## src/drpc_defines.svh

```systemverilog
// register map, field positions, reset values and timing counts of the dram control block
`ifndef DRPC_DEFINES_SVH
`define DRPC_DEFINES_SVH

`define DRPC_CFG_OFS       4'h0
`define DRPC_STAT_OFS      4'h4
`define DRPC_CFG_RESET     24'h000000
`define DRPC_CFG_WR_MASK   24'hfffb0f

`define DRPC_PRESC_SEL     23
`define DRPC_DIV_HI        22
`define DRPC_DIV_LO        15
`define DRPC_SW_TRIG       14
`define DRPC_CNT_ON        13
`define DRPC_KEEP_STROBES  12
`define DRPC_PAGE_ON       11
`define DRPC_PSIZE_HI      9
`define DRPC_PSIZE_LO      8
`define DRPC_ROW_WS_HI     3
`define DRPC_ROW_WS_LO     2
`define DRPC_COL_WS_HI     1
`define DRPC_COL_WS_LO     0

`define DRPC_PRESC_LAST    6'h3f
`define DRPC_COL_BASE      5'h09
`define DRPC_ROW_WS0       4'h4
`define DRPC_ROW_WS1       4'h8
`define DRPC_ROW_WS2       4'hb
`define DRPC_ROW_WS3       4'hf
`define DRPC_REF_MIN       4'h5

`endif

```

## src/drpc_pkg.sv

```systemverilog
// types shared by the dram refresh and page control block
package drpc_pkg;
    typedef enum logic [1:0] {
        DRPC_IDLE = 2'h0,
        DRPC_ROW  = 2'h1,
        DRPC_COL  = 2'h3,
        DRPC_REF  = 2'h2
    } drpc_state_t;

    typedef struct packed {
        logic [23:0] cfg;
        logic [5:0]  presc;
        logic [7:0]  divc;
        logic        per_pend;
        drpc_state_t st;
        logic [3:0]  wcnt;
        logic        page_valid;
        logic [3:0]  page_bank;
        logic [23:0] page_row;
        logic [3:0]  ras_n;
        logic        cas_n;
        logic [23:0] dram_addr;
        logic        acc_done;
        logic        ap_wr;
        logic [3:0]  ap_addr;
        logic [31:0] rdata;
    } drpc_regs_t;
endpackage

```

## src/drpc_ctrl.sv

```systemverilog
// dram controller: refresh generation, page hit logic, strobe drive and ahb-lite register slave
//
// Decided for this implementation: the address map and the AHB-Lite slave port.
`timescale 1ns/10ps
`include "drpc_defines.svh"

module drpc_ctrl (
    input  wire  logic        mclk,
    input  wire  logic        reset_n,
    // ahb-lite slave
    input  wire  logic        hsel,
    input  wire  logic [31:0] haddr,
    input  wire  logic [1:0]  htrans,
    input  wire  logic        hwrite,
    input  wire  logic [2:0]  hsize,
    input  wire  logic [31:0] hwdata,
    input  wire  logic        hready,
    output       logic        hreadyout,
    output       logic        hresp,
    output       logic [31:0] hrdata,
    // core access request, held until acc_done
    input  wire  logic        acc_req,
    input  wire  logic [23:0] acc_addr,
    input  wire  logic [3:0]  acc_bank,
    output       logic        acc_done,
    // system state
    input  wire  logic        bus_master,
    input  wire  logic        stop_mode,
    output       logic        bus_req,
    // dram pins
    output       logic [3:0]  ras_n_o,
    output       logic [3:0]  ras_oe_n,
    output       logic        cas_n_o,
    output       logic        cas_oe_n,
    output       logic [23:0] dram_addr
);
    import drpc_pkg::*;

    drpc_regs_t q;
    drpc_regs_t d;

    ////////////////////////////////////////////////////////////////////////////
    // configuration decode

    logic        presc_sel;
    logic [7:0]  div_val;
    logic        cnt_on;
    logic        keep_strobes;
    logic        page_on;
    logic [1:0]  psize;
    logic [3:0]  row_ws;
    logic [3:0]  col_ws;
    logic        drive_en;
    logic        cnt_run;
    logic        tick;
    logic        ref_want;
    logic        ref_go;
    logic        acc_go;
    logic        page_hit;
    logic [4:0]  col_bits;
    logic [23:0] col_mask;
    logic [23:0] acc_row;
    logic        ap_take;
    logic        sw_set;
    logic        ref_end;
    logic        mast_q;
    logic        per_hit;

    assign presc_sel    = q.cfg[`DRPC_PRESC_SEL];
    assign div_val      = q.cfg[`DRPC_DIV_HI:`DRPC_DIV_LO];
    assign cnt_on       = q.cfg[`DRPC_CNT_ON];
    assign keep_strobes = q.cfg[`DRPC_KEEP_STROBES];
    assign page_on      = q.cfg[`DRPC_PAGE_ON];
    assign psize        = q.cfg[`DRPC_PSIZE_HI:`DRPC_PSIZE_LO];

    // row miss wait states
    always_comb begin
        unique case (q.cfg[`DRPC_ROW_WS_HI:`DRPC_ROW_WS_LO])
            2'h0: row_ws = `DRPC_ROW_WS0;
            2'h1: row_ws = `DRPC_ROW_WS1;
            2'h2: row_ws = `DRPC_ROW_WS2;
            2'h3: row_ws = `DRPC_ROW_WS3;
        endcase
    end

    // in-page wait states 1..4
    assign col_ws   = {2'h0, q.cfg[`DRPC_COL_WS_HI:`DRPC_COL_WS_LO]} + 4'h1;

    // column width from page size
    assign col_bits = `DRPC_COL_BASE + {3'h0, psize};
    assign col_mask = ~(24'hffffff << col_bits);
    assign acc_row  = acc_addr >> col_bits;

    // strobes driven only while master unless keep is set
    assign drive_en = keep_strobes | bus_master;

    ////////////////////////////////////////////////////////////////////////////
    // refresh request generation

    // stop halts the counter, clearing the prescaler and reloading the divider; wait does not
    assign cnt_run  = cnt_on & ~stop_mode;
    assign tick     = ~presc_sel | (q.presc == `DRPC_PRESC_LAST);

    assign ref_want = q.per_pend | q.cfg[`DRPC_SW_TRIG];
    // only from idle, so running access finishes first
    assign ref_go   = (q.st == DRPC_IDLE) & ref_want & drive_en;
    assign acc_go   = (q.st == DRPC_IDLE) & ~ref_want & acc_req & ~q.acc_done & drive_en;
    assign page_hit = page_on & q.page_valid & (q.page_bank == acc_bank)
                    & (q.page_row == acc_row);
    assign ref_end  = (q.st == DRPC_REF) & (q.wcnt == 4'h0);
    assign per_hit  = cnt_run & tick & (q.divc == 8'h00);
    assign bus_req  = ref_want & ~keep_strobes & ~bus_master;

    assign ap_take  = hsel & htrans[1] & hready;
    assign sw_set   = q.ap_wr & (q.ap_addr == `DRPC_CFG_OFS) & hwdata[`DRPC_SW_TRIG];

    ////////////////////////////////////////////////////////////////////////////
    // next state

    always_comb begin
        d = q;
        d.acc_done = 1'b0;

        // register write in data phase
        if (q.ap_wr && q.ap_addr == `DRPC_CFG_OFS) begin
            d.cfg = hwdata[23:0] & `DRPC_CFG_WR_MASK;
        end
        // hardware clear loses to a same-cycle software set
        if (ref_end && !sw_set) begin
            d.cfg[`DRPC_SW_TRIG] = 1'b0;
        end

        // prescaler and divider
        if (!cnt_run) begin
            d.presc = 6'h00;
            d.divc  = div_val;
        end else begin
            d.presc = presc_sel ? q.presc + 6'h01 : 6'h00;
            if (tick) begin
                if (q.divc == 8'h00) begin
                    d.divc     = div_val;
                    d.per_pend = 1'b1;
                end else begin
                    d.divc = q.divc - 8'h01;
                end
            end
        end

        unique case (q.st)
            DRPC_IDLE: begin
                d.cas_n = 1'b1;
                if (ref_go) begin
                    // cas before ras: cas first, banks closed
                    d.st         = DRPC_REF;
                    d.wcnt       = row_ws;
                    d.cas_n      = 1'b0;
                    d.ras_n      = 4'hf;
                    d.page_valid = 1'b0;
                end else if (acc_go && page_hit) begin
                    d.st        = DRPC_COL;
                    d.wcnt      = col_ws - 4'h1;
                    d.dram_addr = acc_addr & col_mask;
                    d.cas_n     = 1'b0;
                end else if (acc_go) begin
                    d.st         = DRPC_ROW;
                    d.dram_addr  = acc_row;
                    d.ras_n      = ~acc_bank;
                    d.page_valid = 1'b0;
                end else if (!page_on) begin
                    d.ras_n = 4'hf;
                end
            end
            DRPC_ROW: begin
                d.st        = DRPC_COL;
                d.wcnt      = row_ws - 4'h2;
                d.dram_addr = acc_addr & col_mask;
                d.cas_n     = 1'b0;
            end
            DRPC_COL: begin
                if (q.wcnt == 4'h0) begin
                    d.st       = DRPC_IDLE;
                    d.cas_n    = 1'b1;
                    d.acc_done = 1'b1;
                    if (page_on) begin
                        d.page_valid = 1'b1;
                        d.page_bank  = acc_bank;
                        d.page_row   = acc_row;
                    end else begin
                        d.ras_n = 4'hf;
                    end
                end else begin
                    d.wcnt = q.wcnt - 4'h1;
                end
            end
            DRPC_REF: begin
                d.ras_n = 4'h0;
                if (q.wcnt == 4'h0) begin
                    d.st       = DRPC_IDLE;
                    d.ras_n    = 4'hf;
                    d.cas_n    = 1'b1;
                    // a request landing on the last refresh cycle is kept
                    d.per_pend = per_hit;
                end else begin
                    d.wcnt = q.wcnt - 4'h1;
                end
            end
        endcase

        // losing mastership without keep drops the open page, even as an access closes
        if (!keep_strobes && mast_q && !bus_master) begin
            d.page_valid = 1'b0;
        end

        // address phase capture and read data
        d.ap_wr   = ap_take & hwrite;
        d.ap_addr = haddr[3:0];
        if (ap_take && !hwrite) begin
            unique case (haddr[3:0])
                `DRPC_CFG_OFS:  d.rdata = {8'h00, d.cfg};
                `DRPC_STAT_OFS: d.rdata = {20'h00000, q.divc, bus_master, q.page_valid,
                                           q.per_pend, q.st != DRPC_IDLE};
                default:        d.rdata = 32'h00000000;
            endcase
        end
    end

    always_ff @(posedge mclk or negedge reset_n) begin
        if (!reset_n) begin
            q           <= '0;
            q.cfg       <= `DRPC_CFG_RESET;
            q.st        <= DRPC_IDLE;
            q.ras_n     <= 4'hf;
            q.cas_n     <= 1'b1;
            mast_q      <= 1'b0;
        end else begin
            q      <= d;
            mast_q <= bus_master;
        end
    end

    ////////////////////////////////////////////////////////////////////////////
    // outputs

    assign hreadyout = 1'b1;
    assign hresp     = 1'b0;
    assign hrdata    = q.rdata;
    assign acc_done  = q.acc_done;
    assign ras_n_o   = q.ras_n;
    assign cas_n_o   = q.cas_n;
    assign dram_addr = q.dram_addr;
    assign ras_oe_n  = {4{~drive_en}};
    assign cas_oe_n  = ~drive_en;

    ////////////////////////////////////////////////////////////////////////////
    // checks

    logic unused_hsize;
    assign unused_hsize = |hsize;

    a_presc_bypass: assert property (@(posedge mclk) disable iff (!reset_n)
        (q.presc != 6'h00) |-> $past(presc_sel))
        else $error("prescaler advanced while bypassed");

    a_req_at_zero: assert property (@(posedge mclk) disable iff (!reset_n)
        (cnt_run && tick && q.divc == 8'h00) |=> (q.per_pend && q.divc == $past(div_val)))
        else $error("no request or reload at counter zero");

    a_div_count: assert property (@(posedge mclk) disable iff (!reset_n)
        (cnt_run && tick && q.divc != 8'h00) |=> (q.divc == $past(q.divc) - 8'h01))
        else $error("divider did not step on tick");

    a_ref_length: assert property (@(posedge mclk) disable iff (!reset_n)
        (q.st == DRPC_IDLE) ##1 (q.st == DRPC_REF) |-> (q.st == DRPC_REF) [*5])
        else $error("refresh shorter than five cycles");

    a_ref_match: assert property (@(posedge mclk) disable iff (!reset_n)
        (q.st == DRPC_IDLE && ref_go) |=> (q.wcnt == $past(row_ws)))
        else $error("refresh length differs from row miss length");

    a_sw_clear: assert property (@(posedge mclk) disable iff (!reset_n)
        ($fell(q.cfg[`DRPC_SW_TRIG]) && !$past(q.ap_wr))
        |-> ($past(q.st) == DRPC_REF && $past(q.wcnt) == 4'h0))
        else $error("trigger bit cleared without refresh");

    a_all_ras: assert property (@(posedge mclk) disable iff (!reset_n)
        (q.st == DRPC_REF && $past(q.st) == DRPC_REF) |-> (q.ras_n == 4'h0 && !q.cas_n))
        else $error("refresh did not assert all ras strobes");

    a_stop_halts: assert property (@(posedge mclk) disable iff (!reset_n)
        (stop_mode && !q.per_pend) |=> !q.per_pend)
        else $error("periodic request raised in stop");

    a_ref_master: assert property (@(posedge mclk) disable iff (!reset_n)
        (q.st == DRPC_IDLE) ##1 (q.st == DRPC_REF) |-> $past(keep_strobes || bus_master))
        else $error("refresh started without mastership");

    a_tristate: assert property (@(posedge mclk) disable iff (!reset_n)
        (!keep_strobes && !bus_master) |-> (ras_oe_n == 4'hf && cas_oe_n))
        else $error("strobes driven without mastership");

    a_page_lost: assert property (@(posedge mclk) disable iff (!reset_n)
        (!keep_strobes && $fell(bus_master)) |=> !q.page_valid)
        else $error("page kept after mastership loss");

    a_page_off: assert property (@(posedge mclk) disable iff (!reset_n)
        (q.st == DRPC_IDLE) ##1 (q.st == DRPC_COL) |-> $past(page_on))
        else $error("in-page access with page logic off");

    a_bank_switch: assert property (@(posedge mclk) disable iff (!reset_n)
        (acc_go && q.page_bank != acc_bank) |=> (q.st == DRPC_ROW))
        else $error("bank change not handled as miss");

    a_wait_access: assert property (@(posedge mclk) disable iff (!reset_n)
        (q.st == DRPC_COL && q.wcnt != 4'h0) |=> (q.st != DRPC_REF))
        else $error("refresh broke into an access");

    a_trig_start: assert property (@(posedge mclk) disable iff (!reset_n)
        (q.st == DRPC_IDLE && q.cfg[`DRPC_SW_TRIG] && drive_en) |=> (q.st == DRPC_REF))
        else $error("triggered refresh did not start");

    a_hit_col: assert property (@(posedge mclk) disable iff (!reset_n)
        (acc_go && page_hit) |=> (q.st == DRPC_COL && !q.cas_n && q.ras_n == $past(q.ras_n)
                                  && q.dram_addr == ($past(acc_addr) & $past(col_mask))))
        else $error("in-page access did not drive column only");

    a_miss_row: assert property (@(posedge mclk) disable iff (!reset_n)
        (acc_go && !page_hit) |=> (q.st == DRPC_ROW && q.ras_n == ~$past(acc_bank)))
        else $error("page miss did not open the row");

    a_cnt_hold: assert property (@(posedge mclk) disable iff (!reset_n)
        !cnt_run |=> (q.divc == $past(div_val) && q.presc == 6'h00))
        else $error("refresh counter ran while off");

    a_keep_drive: assert property (@(posedge mclk) disable iff (!reset_n)
        keep_strobes |-> (ras_oe_n == 4'h0 && !cas_oe_n))
        else $error("strobes released with keep set");

    c_periodic: cover property (@(posedge mclk) disable iff (!reset_n)
        cnt_on ##1 (q.st == DRPC_REF));
    c_page_hit: cover property (@(posedge mclk) disable iff (!reset_n)
        acc_go && page_hit);
    c_sw_ref: cover property (@(posedge mclk) disable iff (!reset_n)
        $fell(q.cfg[`DRPC_SW_TRIG]));
    c_keep_ref: cover property (@(posedge mclk) disable iff (!reset_n)
        keep_strobes && !bus_master && q.st == DRPC_REF);
    c_page_loss: cover property (@(posedge mclk) disable iff (!reset_n)
        !keep_strobes && $fell(bus_master) && q.page_valid);

endmodule

```

## config.mk

```make
export PLATFORM = sky130hd
export DESIGN_NAME = drpc_ctrl
export DESIGN_NICKNAME = d
export VERILOG_FILES = /design/src/drpc_pkg.sv /design/src/drpc_ctrl.sv
export VERILOG_INCLUDE_DIRS = /design/src /design/src/src
export SDC_FILE = /design/constraint.sdc
export NUM_CORES = 1
export LEC_CHECK = 0
export ABC_AREA = 1
export CAP_MARGIN = 20
export CELL_PAD_IN_SITES_DETAIL_PLACEMENT = 0
export CELL_PAD_IN_SITES_GLOBAL_PLACEMENT = 1
export CORE_AREA = 3 3 150 152
export CTS_CLUSTER_DIAMETER = 40
export DETAILED_ROUTE_END_ITERATION = 10
export DIE_AREA = 0 0 153 155
export DONT_BUFFER_PORTS = 1
export HOLD_SLACK_MARGIN = 0.02
export PLACE_DENSITY = 0.64
export SYNTH_ARGS = -nofsm -noshare
export SYNTH_HDL_FRONTEND = slang
export SYNTH_SLANG_ARGS = --single-unit
```

## constraint.sdc

```tcl
create_clock -name mclk -period 5 [get_ports mclk]
set_input_delay 0 -clock mclk [delete_from_list [all_inputs] [get_ports mclk]]
set_output_delay 0 -clock mclk [all_outputs]
set_load 0.01 [all_outputs]
```

==> metrics.md <==
| Metric | Value |
|---|---|
| Status | `completed` |
| Reg2Reg Depth | `15` |
| All-Layer GR Usage | `14.6%` |
| R2R Path End | `dram_addr[0]$_DFFE_PN0P_` |
| Clk_lat worst skew | `0.42 ns` |
| Synth top area share | `43.6%` |
| Crit path kind | `flip-flop to flip-flop` |
| Pre-antenna DRT Iters | `5` |
| Post-route ant nets | `0` |
| Setup WS pre-CTS | `2.19 ns` |
| Final WL | `approximately 17000 µm` |
| Vias | `4917` |
| Setup bufs post-CTS | `0` |
| Reg2reg start | `psize[1]$_DFF_PN0_` |
| Placed Cells | `1001` |
| Vias/cell | `roughly 4.5` |
| Gpl congestion | `0.815` |
| Yosys warnings | `0` |
| Top Family by Delay on Critical Path | `simple AND/OR/NAND/NOR gates` |
| Netlist cell types | `41` |
| Util after Layout | `between 30% and 40%` |
| Hold Crit Start | `acc_addr[20]` |
| Fillers | `2245` |
| Initial antenna violation count | `0` |
| CP max-delay cell | `dfrtp_1` |
| Worst EP arrival | `around 4.1 ns` |
| Flop2flop setup slack | `~1.2 ns` |
| Seq/Total Area, Yosys | `45.7%` |
| Pwr/cell area | `between 400 and 500 nW/µm²` |
| Layout cell share with drive strength beyond 1 | `8.89%` |
| Hold slack | `0.0332 ns` |
| Clock buffers created by TritonCTS | `17` |
| Worst rel slew slack | `40.2%` |
| First-pass GRT wire length | `~27000 µm` |
| Average cell area after synthesis | `7.98 µm²` |
| Worst-margin pin slew | `0.896 ns` |
| Syn Inst Count | `about 800` |
| Vias in the first global route | `5009` |
| Clk root buf | `clkbuf_16` |
| Clk sinks | `116` |
| Final worst slack | `1.17 ns` |
| Seq cells post-synth | `116` |
| I/O pin count | `175` |
| Die X | `between 150 and 200 µm` |
| # setup viols final | `0` |
| Setup Skew | `around 0.011 ns` |
| WL per Instance | `15.4 µm` |
| Mapped Area | `6370 µm²` |
| Height of the die | `155 µm` |
| Final worst path period share | `76.5%` |
| Final-report hold violation count | `0` |
| Max stage delay on crit path | `around 0.71 ns` |
| Hold Path Stages | `4` |
| RSZ-0062 raised after global routing | `false` |
| H-tree depth | `4` |
| Max VDD drop | `0.000266 V` |
| Hold endpoint | `q[75]$_DFFE_PN0P_` |
| Largest net degree at the start of global routing | `117` |
| Most frequent cells in the layout | `213 x nand2_1, 111 x dfrtp_1, 93 x inv_1` |
| # diodes | `0` |
| Final Critical Period | `3.83 ns` |
| Max-cap violations | `0` |
| Most Frequent Cell on Critical Path | `nand2_1` |
| Initial core utilization | `around 30%` |
| Fin. max-slew vios | `0` |
| Post-Layout Cell Count | `~1100` |
| Gr ovfl total | `0` |
| Most common cell after layout, fill and taps aside | `nand2_1` |
| Sequential cell area | `2910 µm²` |
| Synth area leaders | `dfrtp_1 44%, nand2_1 13%, buf_4 8.0%` |
| Core area | `around 21000 µm²` |
| CP Launch Type | `flip-flop` |
| Setup crit end kind | `flip-flop` |
| Top cell type by total area after synthesis | `dfrtp_1` |
| CP max FO | `21` |
| Setup TNS | `0 ns` |
| Dpl hpwl | `11900 µm` |
| Residual DRC | `0` |
| Clock Path Buffers | `2` |
| Port buffer count | `0` |
| Cell Rows | `53` |
| Starting DRT DRC Count | `228` |
| DIE AREA | `23700 µm²` |
| CTS tree | `built` |
| CP bufs+invs | `3` |
| Nets | `920` |
| Hold Crit Class | `primary input to flip-flop` |
| Max Freq | `261 MHz` |
| Worst EP required | `5.30 ns` |
| Worst path cell trace | `inv_2 > nand3_1 > dlygate4sd3_1 > nand2_1 > nand2_1 > nand2_1 > nor2_1 > nand3_1 > nor2_1 > nand2_2 > nand2_2 > nand2_1 > nand3_1 > dlygate4sd3_1 > nand2_1` |
| Leak Pwr | `3.80 nW` |
| Layout area overhead | `16.1%` |
| Multi-input logic area | `2500 µm²` |
| Clock slew at reported path FFs | `0.06 ns` |
[metrics by stage]
| stage | area, µm² | total power, mW |
|---|---|---|
| after floorplan | 6430 | 2.16 |
| final | 7390 | 3.54 |
| after global routing | 7390 | 3.80 |
| after CTS | 7390 | 3.60 |
| after detailed placement | 6140 | 2.26 |
| after global placement | 6140 | 2.25 |
[cell usage after synthesis, drive strengths merged]
| master | n |
|---|---|
| a21boi | 1 |
| conb | 2 |
| inv | 96 |
| ha | 7 |
| nor3 | 4 |
| or2 | 11 |
| dfrtp | 111 |
| o211ai | 2 |
| a221oi | 4 |
| buf | 75 |
| xor2 | 6 |
| nand3b | 10 |
| xnor2 | 4 |
| nor2 | 49 |
| o221ai | 15 |
| a21oi | 11 |
| nor3b | 2 |
| a22oi | 4 |
| a211oi | 1 |
| clkbuf | 16 |
| nand4 | 5 |
| dfstp | 5 |
| and3 | 1 |
| o21ai | 63 |
| nand3 | 69 |
| clkinv | 2 |
| a31oi | 1 |
| nand2 | 221 |
[area by class of cell]
| class | instances | share of cell area [%] |
|---|---|---|
| Sequential cell | 116 | 39.3 |
| Multi-Input combinational cell | 510 | 33.8 |
| Timing Repair Buffer | 65 | 8.97 |
| Clock buffer | 19 | 6.13 |
| Inverter | 98 | 5.08 |
| Tap cell | 275 | 4.65 |
| Clock inverter | 13 | 2.01 |
[per-layer routing]
metal  vias to the layer above  wire length [µm]  GRT usage [%]
li1                       2487                 -              -
met1                      2285              7400           18.1
met2                       130              8110           24.3
met3                        15              1140           4.95
met4                         0               210           4.24
met5                         -                 0              0
[worst min-delay path: stages]
cell and delay, ns:
nand2_1 0.06, nand3_1 0.10, nand2_1 0.13, o21ai_0 0.10
[what timing repair did]
item,in CTS,in global routing
endpoints found under the hold margin,204,0
gates resized for setup,0,0
hold buffers,63,0
[how the worst max path moves through the flow]
| stage | endpoint | from | cells after the start |
|---|---|---|---|
| floorplan | dram_addr[2]$_DFFE_PN0P_ | psize[0]$_DFF_PN0_ | 17 |
| global placement | dram_addr[3]$_DFFE_PN0P_ | psize[1]$_DFF_PN0_ | 13 |
| detailed placement | dram_addr[3]$_DFFE_PN0P_ | psize[1]$_DFF_PN0_ | 13 |
| CTS | dram_addr[0]$_DFFE_PN0P_ | psize[1]$_DFF_PN0_ | 15 |
| global route | dram_addr[0]$_DFFE_PN0P_ | psize[1]$_DFF_PN0_ | 15 |
| finish | dram_addr[0]$_DFFE_PN0P_ | psize[1]$_DFF_PN0_ | 15 |
[flip-flops by register name, summed over array words and instances, names as in the netlist, 2 cells and up]
| name | flops |
|---|---|
| div_val | 8 |
| dram_addr | 15 |
| hrdata | 24 |
| psize | 2 |
| q | 56 |
| ras_n_o | 4 |
[power breakdown]
group / total (mW) / switching (mW) / internal [mW]
registers: 1.36 / 0.197 / 1.16
clock network: 1.24 / 0.477 / 0.766
logic: 0.942 / 0.577 / 0.365
[cells by family (layout without fill, tap and decap cells)]
kind of cell	count (synthesis)	after routing	share of synthesized area (%)
xor+xnor	10	10	1.38
fa+ha+maj	7	7	1.38
buf+inv	189	195	16.1
other cells	2	19	0.118
compound gates	102	102	9.94
flops	116	116	45.7
simple gates	372	372	25.4
Power figures use the tool's default switching activity.
